[src/core/pio_defs.svh]
// Purpose: constants for the programmable i/o parameter link
// Assumes: byte addresses on an 8-bit register port, 32-bit data
// Notes:   included by bare name from every design file except the package
`ifndef PIO_DEFS_SVH
`define PIO_DEFS_SVH

// channel count and object placement
`define PIO_NCH             4
`define PIO_CH_W            2
`define PIO_OBJ_INDEX_BASE  16'h0320

// register port geometry
`define PIO_ADDR_W          8
`define PIO_DATA_W          32
`define PIO_MEM_AW          5
`define PIO_SUB_W           3

// subindices of one channel group, also the word slot inside the group
`define PIO_SUB_INDEX       3'h1
`define PIO_SUB_SUBINDEX    3'h2
`define PIO_SUB_MASK        3'h3
`define PIO_SUB_TRIG        3'h4
`define PIO_SUB_VAL1        3'h5
`define PIO_SUB_VAL2        3'h6
`define PIO_SUB_LAST        3'h7

// address fields: [7] selects local words, [6:5] channel, [4:2] subindex
`define PIO_AD_LOCAL_BIT    7
`define PIO_AD_CH_HI        6
`define PIO_AD_CH_LO        5
`define PIO_AD_SUB_HI       4
`define PIO_AD_SUB_LO       2
`define PIO_AD_ALIGN        2'h0

// local words
`define PIO_ADDR_DIR        8'h80
`define PIO_ADDR_STAT       8'h84

// trigger select codes, input use
`define PIO_TRIG_NONE       16'h0000
`define PIO_TRIG_RISE       16'h0001
`define PIO_TRIG_FALL       16'h0002
`define PIO_TRIG_BOTH       16'h0003

// trigger select codes, output use
`define PIO_CMP_EQ          16'h0000
`define PIO_CMP_NE          16'h0001
`define PIO_CMP_LT          16'h0002
`define PIO_CMP_GT          16'h0003

// field widths and reset values
`define PIO_HALF_MASK       32'h0000ffff
`define PIO_CFG_RESET       32'h00000000

`endif

[src/core/pio_pkg.sv]
// Purpose: shared types of the programmable i/o parameter link
// Assumes: constants come from pio_defs.svh
// Notes:   one-hot engine states
package pio_pkg;

  typedef enum logic [4:0] {
    PIO_ST_IDLE  = 5'h01,
    PIO_ST_FETCH = 5'h02,
    PIO_ST_READ  = 5'h04,
    PIO_ST_EVAL  = 5'h08,
    PIO_ST_WRITE = 5'h10
  } pio_state_t;

endpackage : pio_pkg

[src/core/pio_param_link.sv]
// Purpose: four programmable i/o channels tied to parameter objects
// Assumes: parameter store answers each request with a one-cycle ack
// Notes:   channels are served round robin by one shared engine
//
// Our own choices: the strobed register port and the register addresses.
`timescale 1ns/1ns
`include "pio_defs.svh"
module pio_param_link (
  // clock and reset
  input  wire logic                     clock_i,
  input  wire logic                     nrst_i,
  // register port
  input  wire logic [`PIO_ADDR_W-1:0]   reg_addr_i,
  input  wire logic [`PIO_DATA_W-1:0]   reg_wdata_i,
  input  wire logic                     reg_wr_i,
  input  wire logic                     reg_rd_i,
  output logic      [`PIO_DATA_W-1:0]   reg_rdata_o,
  // i/o pins
  input  wire logic [`PIO_NCH-1:0]      pin_i,
  output logic      [`PIO_NCH-1:0]      pin_o,
  output logic      [`PIO_NCH-1:0]      pin_oe_o,
  // parameter store
  output logic                          param_req_o,
  output logic                          param_we_o,
  output logic      [15:0]              param_index_o,
  output logic      [15:0]              param_subindex_o,
  output logic      [`PIO_DATA_W-1:0]   param_wdata_o,
  input  wire logic                     param_ack_i,
  input  wire logic [`PIO_DATA_W-1:0]   param_rdata_i
);

  ////////////////////////////////////////////////////////////////////////////
  // declarations
  logic                     cfg_hit;
  logic [`PIO_CH_W-1:0]     bus_ch;
  logic [`PIO_SUB_W-1:0]    bus_sub;
  logic                     sub_half;
  logic [`PIO_DATA_W-1:0]   mem_wdata;
  logic [`PIO_DATA_W-1:0]   alt_word;
  logic [`PIO_DATA_W-1:0]   eng_rdata;
  logic [`PIO_MEM_AW-1:0]   eng_raddr;

  logic [`PIO_NCH-1:0]      dir_out;
  logic [15:0]              trig_shadow [0:`PIO_NCH-1];

  logic [`PIO_NCH-1:0]      pin_s1;
  logic [`PIO_NCH-1:0]      pin_s2;
  logic [`PIO_NCH-1:0]      pin_prev;
  logic [`PIO_NCH-1:0]      pend_rise;
  logic [`PIO_NCH-1:0]      pend_fall;
  logic [`PIO_NCH-1:0]      clr_rise;
  logic [`PIO_NCH-1:0]      clr_fall;

  pio_pkg::pio_state_t      state;
  logic [`PIO_CH_W-1:0]     rr;
  logic [`PIO_CH_W-1:0]     cur;
  logic [`PIO_SUB_W-1:0]    fcnt;
  logic [`PIO_SUB_W-1:0]    fprev;

  logic [15:0]              cfg_index;
  logic [15:0]              cfg_sub;
  logic [`PIO_DATA_W-1:0]   cfg_mask;
  logic [15:0]              cfg_trig;
  logic [`PIO_DATA_W-1:0]   cfg_val1;
  logic [`PIO_DATA_W-1:0]   cfg_val2;
  logic [`PIO_DATA_W-1:0]   masked;
  logic                     cmp_hit;
  logic                     use_rise;
  logic                     serve_rr;

  ////////////////////////////////////////////////////////////////////////////
  // register port decode
  // channel group select
  assign bus_ch  = reg_addr_i[`PIO_AD_CH_HI:`PIO_AD_CH_LO];
  assign bus_sub = reg_addr_i[`PIO_AD_SUB_HI:`PIO_AD_SUB_LO];
  assign cfg_hit = !reg_addr_i[`PIO_AD_LOCAL_BIT]
                && (reg_addr_i[1:0] == `PIO_AD_ALIGN)
                && (bus_sub >= `PIO_SUB_INDEX)
                && (bus_sub <= `PIO_SUB_VAL2);

  // index, subindex and trigger select are 16-bit words
  assign sub_half  = (bus_sub == `PIO_SUB_INDEX) || (bus_sub == `PIO_SUB_SUBINDEX)
                  || (bus_sub == `PIO_SUB_TRIG);
  assign mem_wdata = sub_half ? (reg_wdata_i & `PIO_HALF_MASK) : reg_wdata_i;

  always_comb begin
    alt_word = `PIO_CFG_RESET;
    case (reg_addr_i)
      `PIO_ADDR_DIR: begin
        alt_word[`PIO_NCH-1:0] = dir_out;
      end
      // base object index visible in status
      `PIO_ADDR_STAT: begin
        alt_word = {`PIO_OBJ_INDEX_BASE, pend_fall, pend_rise, pin_o, pin_s2};
      end
      default: begin
        alt_word = `PIO_CFG_RESET;
      end
    endcase
  end

  pio_cfg_mem u_cfg_mem (
    .clock_i       (clock_i),
    .nrst_i        (nrst_i),
    .we_i          (reg_wr_i && cfg_hit),
    .waddr_i       ({bus_ch, bus_sub}),
    .wdata_i       (mem_wdata),
    .bus_rd_i      (reg_rd_i),
    .bus_sel_mem_i (cfg_hit),
    .bus_raddr_i   ({bus_ch, bus_sub}),
    .bus_alt_i     (alt_word),
    .bus_rdata_o   (reg_rdata_o),
    .eng_raddr_i   (eng_raddr),
    .eng_rdata_o   (eng_rdata)
  );

  // direction word: bit set makes the channel an output
  always_ff @(posedge clock_i or negedge nrst_i) begin
    if (!nrst_i) begin
      dir_out <= '0;
    end else if (reg_wr_i && (reg_addr_i == `PIO_ADDR_DIR)) begin
      dir_out <= reg_wdata_i[`PIO_NCH-1:0];
    end
  end

  always_ff @(posedge clock_i or negedge nrst_i) begin
    if (!nrst_i) begin
      pin_oe_o <= '0;
    end else begin
      pin_oe_o <= dir_out;
    end
  end

  ////////////////////////////////////////////////////////////////////////////
  // per-channel pin sampling and edge capture
  genvar g;
  generate
    for (g = 0; g < `PIO_NCH; g++) begin : g_ch
      logic rise_en;
      logic fall_en;
      logic rise_ev;
      logic fall_ev;

      assign rise_en = (trig_shadow[g] == `PIO_TRIG_RISE)
                    || (trig_shadow[g] == `PIO_TRIG_BOTH);
      assign fall_en = (trig_shadow[g] == `PIO_TRIG_FALL)
                    || (trig_shadow[g] == `PIO_TRIG_BOTH);
      assign rise_ev = pin_s2[g] && !pin_prev[g] && rise_en && !dir_out[g];
      assign fall_ev = !pin_s2[g] && pin_prev[g] && fall_en && !dir_out[g];

      always_ff @(posedge clock_i or negedge nrst_i) begin
        if (!nrst_i) begin
          trig_shadow[g] <= `PIO_TRIG_NONE;
        end else if (reg_wr_i && cfg_hit && (int'(bus_ch) == g)
                     && (bus_sub == `PIO_SUB_TRIG)) begin
          trig_shadow[g] <= reg_wdata_i[15:0];
        end
      end

      // one pending request per edge, set beats clear
      always_ff @(posedge clock_i or negedge nrst_i) begin
        if (!nrst_i) begin
          pend_rise[g] <= 1'b0;
          pend_fall[g] <= 1'b0;
        end else if (dir_out[g]) begin
          pend_rise[g] <= 1'b0;
          pend_fall[g] <= 1'b0;
        end else begin
          pend_rise[g] <= rise_ev || (pend_rise[g] && !clr_rise[g]);
          pend_fall[g] <= fall_ev || (pend_fall[g] && !clr_fall[g]);
        end
      end
    end
  endgenerate

  always_ff @(posedge clock_i or negedge nrst_i) begin
    if (!nrst_i) begin
      pin_s1   <= '0;
      pin_s2   <= '0;
      pin_prev <= '0;
    end else begin
      pin_s1   <= pin_i;
      pin_s2   <= pin_s1;
      pin_prev <= pin_s2;
    end
  end

  ////////////////////////////////////////////////////////////////////////////
  // engine helpers
  assign serve_rr  = dir_out[rr] || pend_rise[rr] || pend_fall[rr];
  assign eng_raddr = {cur, fcnt};
  assign use_rise  = pend_rise[cur];

  always_comb begin
    clr_rise = '0;
    clr_fall = '0;
    if ((state == pio_pkg::PIO_ST_EVAL) && !dir_out[cur]) begin
      if (use_rise) begin
        clr_rise[cur] = 1'b1;
      end else begin
        clr_fall[cur] = 1'b1;
      end
    end
  end

  always_comb begin
    case (cfg_trig)
      `PIO_CMP_EQ: cmp_hit = (masked == cfg_val1);
      `PIO_CMP_NE: cmp_hit = (masked != cfg_val1);
      `PIO_CMP_LT: cmp_hit = (masked < cfg_val1);
      `PIO_CMP_GT: cmp_hit = (masked > cfg_val1);
      default:     cmp_hit = 1'b0;
    endcase
  end

  ////////////////////////////////////////////////////////////////////////////
  // engine sequence
  // round robin keeps every output refreshed
  always_ff @(posedge clock_i or negedge nrst_i) begin
    if (!nrst_i) begin
      state <= pio_pkg::PIO_ST_IDLE;
      rr    <= '0;
      cur   <= '0;
      fcnt  <= `PIO_SUB_INDEX;
    end else begin
      case (state)
        pio_pkg::PIO_ST_IDLE: begin
          rr   <= rr + 1'b1;
          cur  <= rr;
          fcnt <= `PIO_SUB_INDEX;
          if (serve_rr) begin
            state <= pio_pkg::PIO_ST_FETCH;
          end
        end
        pio_pkg::PIO_ST_FETCH: begin
          fcnt <= fcnt + 1'b1;
          if (fcnt == `PIO_SUB_LAST) begin
            state <= pio_pkg::PIO_ST_READ;
          end
        end
        pio_pkg::PIO_ST_READ: begin
          if (param_ack_i) begin
            state <= pio_pkg::PIO_ST_EVAL;
          end
        end
        pio_pkg::PIO_ST_EVAL: begin
          if (dir_out[cur]) begin
            state <= pio_pkg::PIO_ST_IDLE;
          end else begin
            state <= pio_pkg::PIO_ST_WRITE;
          end
        end
        pio_pkg::PIO_ST_WRITE: begin
          if (param_ack_i) begin
            state <= pio_pkg::PIO_ST_IDLE;
          end
        end
        default: begin
          state <= pio_pkg::PIO_ST_IDLE;
        end
      endcase
    end
  end

  // settings of the served channel, one word per cycle from memory
  always_ff @(posedge clock_i or negedge nrst_i) begin
    if (!nrst_i) begin
      fprev     <= '0;
      cfg_index <= '0;
      cfg_sub   <= '0;
      cfg_mask  <= `PIO_CFG_RESET;
      cfg_trig  <= '0;
      cfg_val1  <= `PIO_CFG_RESET;
      cfg_val2  <= `PIO_CFG_RESET;
    end else if (state == pio_pkg::PIO_ST_FETCH) begin
      fprev <= fcnt;
      case (fprev)
        `PIO_SUB_INDEX:    cfg_index <= eng_rdata[15:0];
        `PIO_SUB_SUBINDEX: cfg_sub   <= eng_rdata[15:0];
        `PIO_SUB_MASK:     cfg_mask  <= eng_rdata;
        `PIO_SUB_TRIG:     cfg_trig  <= eng_rdata[15:0];
        `PIO_SUB_VAL1:     cfg_val1  <= eng_rdata;
        `PIO_SUB_VAL2:     cfg_val2  <= eng_rdata;
        default:           cfg_index <= cfg_index;
      endcase
    end else begin
      fprev <= '0;
    end
  end

  // mask applied to every read value
  always_ff @(posedge clock_i or negedge nrst_i) begin
    if (!nrst_i) begin
      masked <= `PIO_CFG_RESET;
    end else if ((state == pio_pkg::PIO_ST_READ) && param_ack_i) begin
      masked <= param_rdata_i & cfg_mask;
    end
  end

  // parameter store request lines
  always_ff @(posedge clock_i or negedge nrst_i) begin
    if (!nrst_i) begin
      param_req_o      <= 1'b0;
      param_we_o       <= 1'b0;
      param_index_o    <= '0;
      param_subindex_o <= '0;
      param_wdata_o    <= `PIO_CFG_RESET;
    end else begin
      case (state)
        pio_pkg::PIO_ST_FETCH: begin
          if (fcnt == `PIO_SUB_LAST) begin
            param_req_o      <= 1'b1;
            param_we_o       <= 1'b0;
            param_index_o    <= cfg_index;
            param_subindex_o <= cfg_sub;
          end
        end
        pio_pkg::PIO_ST_READ: begin
          param_index_o    <= cfg_index;
          param_subindex_o <= cfg_sub;
          if (param_ack_i) begin
            param_req_o <= 1'b0;
          end
        end
        pio_pkg::PIO_ST_EVAL: begin
          if (!dir_out[cur]) begin
            param_req_o <= 1'b1;
            param_we_o  <= 1'b1;
            param_wdata_o <= masked | (use_rise ? cfg_val1 : cfg_val2);
          end
        end
        pio_pkg::PIO_ST_WRITE: begin
          if (param_ack_i) begin
            param_req_o <= 1'b0;
            param_we_o  <= 1'b0;
          end
        end
        default: begin
          param_req_o <= 1'b0;
          param_we_o  <= 1'b0;
        end
      endcase
    end
  end

  // index and subindex lines follow the fetched settings before the request
  // is seen, because the first request cycle already carries them

  always_ff @(posedge clock_i or negedge nrst_i) begin
    if (!nrst_i) begin
      pin_o <= '0;
    end else begin
      for (int i = 0; i < `PIO_NCH; i++) begin
        if (!dir_out[i]) begin
          pin_o[i] <= 1'b0;
        end else if ((state == pio_pkg::PIO_ST_EVAL)
                     && (cur == i[`PIO_CH_W-1:0])) begin
          pin_o[i] <= cmp_hit;
        end
      end
    end
  end

endmodule : pio_param_link

[src/core/pio_cfg_mem.sv]
// Purpose: settings memory, one 32-bit word per channel and subindex
// Assumes: one write port, two registered read ports
// Notes:   bus port also returns a local word when the address is not here
`timescale 1ns/1ns
`include "pio_defs.svh"
module pio_cfg_mem (
  // clock and reset
  input  wire logic                     clock_i,
  input  wire logic                     nrst_i,
  // write port
  input  wire logic                     we_i,
  input  wire logic [`PIO_MEM_AW-1:0]   waddr_i,
  input  wire logic [`PIO_DATA_W-1:0]   wdata_i,
  // register port read
  input  wire logic                     bus_rd_i,
  input  wire logic                     bus_sel_mem_i,
  input  wire logic [`PIO_MEM_AW-1:0]   bus_raddr_i,
  input  wire logic [`PIO_DATA_W-1:0]   bus_alt_i,
  output logic      [`PIO_DATA_W-1:0]   bus_rdata_o,
  // engine read
  input  wire logic [`PIO_MEM_AW-1:0]   eng_raddr_i,
  output logic      [`PIO_DATA_W-1:0]   eng_rdata_o
);

  logic [`PIO_DATA_W-1:0] mem [0:(1<<`PIO_MEM_AW)-1];

  always_ff @(posedge clock_i or negedge nrst_i) begin
    if (!nrst_i) begin
      for (int i = 0; i < (1<<`PIO_MEM_AW); i++) begin
        mem[i] <= `PIO_CFG_RESET;
      end
    end else if (we_i) begin
      mem[waddr_i] <= wdata_i;
    end
  end

  // read data stand for exactly one cycle after the strobe
  always_ff @(posedge clock_i or negedge nrst_i) begin
    if (!nrst_i) begin
      bus_rdata_o <= `PIO_CFG_RESET;
    end else if (bus_rd_i) begin
      bus_rdata_o <= bus_sel_mem_i ? mem[bus_raddr_i] : bus_alt_i;
    end else begin
      bus_rdata_o <= `PIO_CFG_RESET;
    end
  end

  always_ff @(posedge clock_i or negedge nrst_i) begin
    if (!nrst_i) begin
      eng_rdata_o <= `PIO_CFG_RESET;
    end else begin
      eng_rdata_o <= mem[eng_raddr_i];
    end
  end

endmodule : pio_cfg_mem

[config.mk]
export PLATFORM = sky130hd
export DESIGN_NAME = pio_param_link
export DESIGN_NICKNAME = d
export VERILOG_FILES = /design/src/core/pio_pkg.sv /design/src/core/pio_param_link.sv /design/src/core/pio_cfg_mem.sv
export VERILOG_INCLUDE_DIRS = /design/src /design/src/core
export SDC_FILE = /design/constraint.sdc
export NUM_CORES = 2
export LEC_CHECK = 0
export CORE_MARGIN = 5
export CORE_UTILIZATION = 25
export CTS_CLUSTER_DIAMETER = 120
export CTS_CLUSTER_SIZE = 8
export DETAILED_ROUTE_END_ITERATION = 8
export DONT_BUFFER_PORTS = 1
export GPL_ROUTABILITY_DRIVEN = 0
export PLACE_DENSITY_LB_ADDON = 0.25
export SYNTH_ARGS = -nofsm -noshare
export SYNTH_HDL_FRONTEND = slang
export SYNTH_SLANG_ARGS = --single-unit
[constraint.sdc]
create_clock -name clock_i -period 3.1 [get_ports clock_i]
set_input_delay 0.31 -clock clock_i [delete_from_list [all_inputs] [get_ports clock_i]]
set_output_delay 0.31 -clock clock_i [all_outputs]
set_load 0.03 [all_outputs]
==> parameters.txt <==
Parameter                              Value

Run status
  Outcome ... finished with violations
  Failing checks ... hold timing

Timing
  Worst hold slack across all endpoints ... -0.6883 ns
  Final slew viol count ... 0
  Total negative slack for setup checks ... 0 ns
  Number of setup violations in the final report ... 0
  Highest attainable clock frequency ... 325.3 MHz
  Rel. slew slack ... 13.38%
  Post-layout minimum cycle time ... around 3.1 ns
  Portion of the clock cycle consumed by the worst path in the final layout ... 99.15%
  Clock Skews ... 0.06161 ns
  Number of hold violations in the final report ... 428
  Final WS setup ... 0.02634 ns
  Slew @ Worst Pin ... 1.295 ns
  RSZ-0062 raised after global routing ... no

Power
  Power Density ... 627.7 nW/µm²
  Pleak ... about 35 nW
  Total internal power ... 34.22 mW
  Share of total power in sequential cells ... about 43%
  IR Drop Worst-Case VDD ... 472.6 µV
  Net switching power ... 14.50 mW
  Clock power share ... 40.9%
  Power Total ... 48.72 mW
  Combinational share of power ... 16.4%
  Switching Fraction ... 29.76%

CTS
  Max clock buf depth ... 3
  Clk sinks ... 1,441
  Number of buffers created by CTS ... 198
  Clk_lat worst skew ... 0.85 ns
  H-tree Lvls ... 4
  Root Buffer Master ... clkbuf_16
  TritonCTS clock tree ... done
  Clock Pin Slew Worst Setup and Hold Paths ... 0.06 ns

Setup path
  Slowest stage cell on the critical path ... dlygate4sd3_1
  Largest fanout on the critical path ... 11
  Data arrival at the endpoint of the critical path ... approximately 3.8 ns
  Type of origin of the critical path ... primary input
  Reg-to-reg startpoint ... fcnt[0]$_DFFE_PN1P_
  Endpoint required time on the critical path ... 3.84 ns
  Register-to-register setup slack ... 0.32 ns
  Sequence of cells on the critical path ... nor3_1 -> and3_1 -> nand3_1 -> nor3b_1 -> buf_4 -> nand3_4 -> dlygate4sd3_1 -> mux2_2
  Count of cells along the worst register-to-register path ... 11
  Worst r2r dst ... param_subindex_o[10]$_DFFE_PN0P_
  CP max stage delay ... 0.81 ns
  Critical Path End Type ... flip-flop
  CP Class ... in2reg

Drt
  Count of routing violations after the opening detailed-route iteration ... between 3,000 and 4,000
  DR pass1 iterations ... 5
  Drt wl/cell ... roughly 27 µm
  Total routed wirelength ... around 230,000 µm
  Antenna viol nets, final ... 0
  Number of DRC violations after detailed routing ... 0
  Count of vias placed by the detailed router ... about 42,000
  Via-to-Cell Ratio ... about 4.9

Synthesis
  Sequential cell area fraction in the yosys report ... around 54%
  Cell with the most instances after synthesis ... dfrtp_1
  Yosys warns ... 0
  Post-Syn Area per Cell ... 12.98 µm²
  Post-synthesis cell count ... 5,151
  Library cell occupying the most area in the post-synthesis netlist ... dfrtp_1
  Flip-flop and latch count after synthesis ... 1,441
  Area share of the largest cell type after synthesis ... a little over half
  Fraction of synthesis flops using an asynchronous set or reset pin ... 100.0%
  List of most frequent post-synthesis cells ... 1,439 x dfrtp_1, 751 x nand2_1, 525 x clkbuf_1, 525 x mux4_2, 471 x mux2_2
  Number of synthesized flops with an enable pin ... 0
  Post-Synthesis Cell Area ... 66,870 µm²
  Dominant register cell in the synthesized netlist ... dfrtp_1
  Number of unique standard cell types used by synthesis ... between 60 and 70
  Number of nets in the synthesized netlist ... 5,266
  Dominant cells by area after synthesis ... dfrtp_1 54%, mux4_2 18%, mux2_2 7.9%

Layout
  Area of all placed cells without fillers ... 77,610 µm²
  Net count of the finished layout ... 5,096
  Share of cells above drive strength 1 ... 29.78%
  Post-Layout Cell Count ... 8,551
  Area added between synthesis and finish ... 16.06%
  Post-Route Utilization ... 29.20%

Floorplan
  Die X-Extent ... 527.2 µm
  Effective utilization at floorplan ... 25.16%
  Height of the chip ... 527.2 µm
  Core Footprint ... 265,800 µm²
  Die Outline Area ... 277,900 µm²
  Standard-cell rows ... roughly 190
  I/O pin count ... between 150 and 200

Place
  Detailed placer's ending HPWL ... roughly 140,000 µm
  Port bufs ... 0
  Cell area after placement ... 71,140 µm²
  Cell Count Post-Placement ... approximately 8,200
  Setup slack at placement ... -0.9764 ns

Min path
  Tightest Hold Check Type ... in2async

Job
  Maxcap violations ... 0

Global routing
  Number of global-route vias before repair ... 44,028
  Antenna violations before repair ... 27
  First-pass GRT wire length ... 335,300 µm
  GRT overflow ... 0
  Largest net degree at the start of global routing ... roughly 270
  All-layer global routing usage ... 16.50%
## worst max-delay path: cells and delay by family
kind	cells	cell delay [ns]
buffers and inverters	2	1.07
muxes	1	0.30
and+or+nand+nor	5	2.11
## power by group through the flow
| stage | combinational (mW) | sequential (mW) | clock [mW] |
|---|---|---|---|
| after floorplan | 4.93 | 20.7 | 0 |
| after detailed placement | 7.76 | 21.2 | 0 |
| after global placement | 7.74 | 21.1 | 0 |
| final | 7.97 | 20.8 | 19.9 |
| after CTS | 8.07 | 20.8 | 20.5 |
| after global routing | 8.46 | 20.9 | 21.2 |
## per-layer routing
layer,up-vias,part of all wire [%],GRT usage (%)
li1,18003,-,-
met1,22618,45,22.90
met2,1270,47,26.33
met3,391,5.1,2.757
met4,14,3.3,5.387
met5,-,0.039,0
## how the worst max path moves through the flow
stage	start	end	slack, ns
final	reg_addr_i[1]	u_cfg_mem.mem[128]$_DFFE_PN0P_	0.03
after global routing	reg_addr_i[5]	u_cfg_mem.bus_rdata_o[0]$_DFF_PN0_	0.007
after CTS	nrst_i	u_cfg_mem.mem[1005]$_DFFE_PN0P_	0.07
after detailed placement	nrst_i	u_cfg_mem.mem[142]$_DFFE_PN0P_	-0.98
after global placement	nrst_i	u_cfg_mem.mem[206]$_DFFE_PN0P_	-0.92
after floorplan	fcnt[0]$_DFFE_PN1P_	u_cfg_mem.eng_rdata_o[29]$_DFF_PN0_	0.46
## cells by family (layout without fill, tap and decap cells)
group | Yosys count | in the layout | synth area share, %
AO/OA/AOI/OAI | 532 | 532 | 4.670
buffers and inverters | 680 | 536 | 4.038
XOR/XNOR | 3 | 3 | 0.03930
adder cells (fa/ha/maj) | 34 | 34 | 0.6362
other | 0 | 11 | 0
flip-flops | 1441 | 1441 | 53.93
AND/OR/NAND/NOR | 1314 | 1314 | 8.815
multiplexers | 1147 | 1147 | 27.87
## final cells by class
type | instances | area [µm²]
Clock inverter | 16 | 397.9
Fill cell | 26902 | 188200
Timing Repair Buffer | 268 | 3163
Antenna cell | 11 | 27.53
Tap cell | 3533 | 4420
Sequential cell | 1441 | 36070
Multi-Input combinational cell | 3030 | 28350
Clock buffer | 210 | 5021
Inverter | 42 | 160.2
## registers in the layout (all words and copies together), names as in the netlist, 32 cells and up
signal and flops:
u_cfg_mem.bus_rdata_o 32, cfg_mask 32, masked 32, cfg_val1 32, u_cfg_mem.mem 1024, trig_shadow 64
param_wdata_o 32, u_cfg_mem.eng_rdata_o 32, cfg_val2 32
## layout by cell type (no fill, tap or decap), types with 80 or more instances in the layout
| cell | count |
|---|---|
| nor2_1 | 152 |
| mux2_2 | 471 |
| mux2i_1 | 151 |
| dlygate4sd3_1 | 80 |
| clkbuf_16 | 200 |
| mux4_2 | 525 |
| nand2_1 | 742 |
| o22ai_1 | 86 |
| o21ai_0 | 250 |
| dfrtp_1 | 1437 |
| buf_4 | 120 |
| nor2b_1 | 132 |
## timing repair
action,in CTS,in global routing
endpoints found under the hold margin,1093,256
gates resized for setup,0,0
endpoints found under the setup margin,174,174
buffers inserted,0,0
hold buffers,85,2
cloned,1,1
Power figures use the tool's default switching activity.
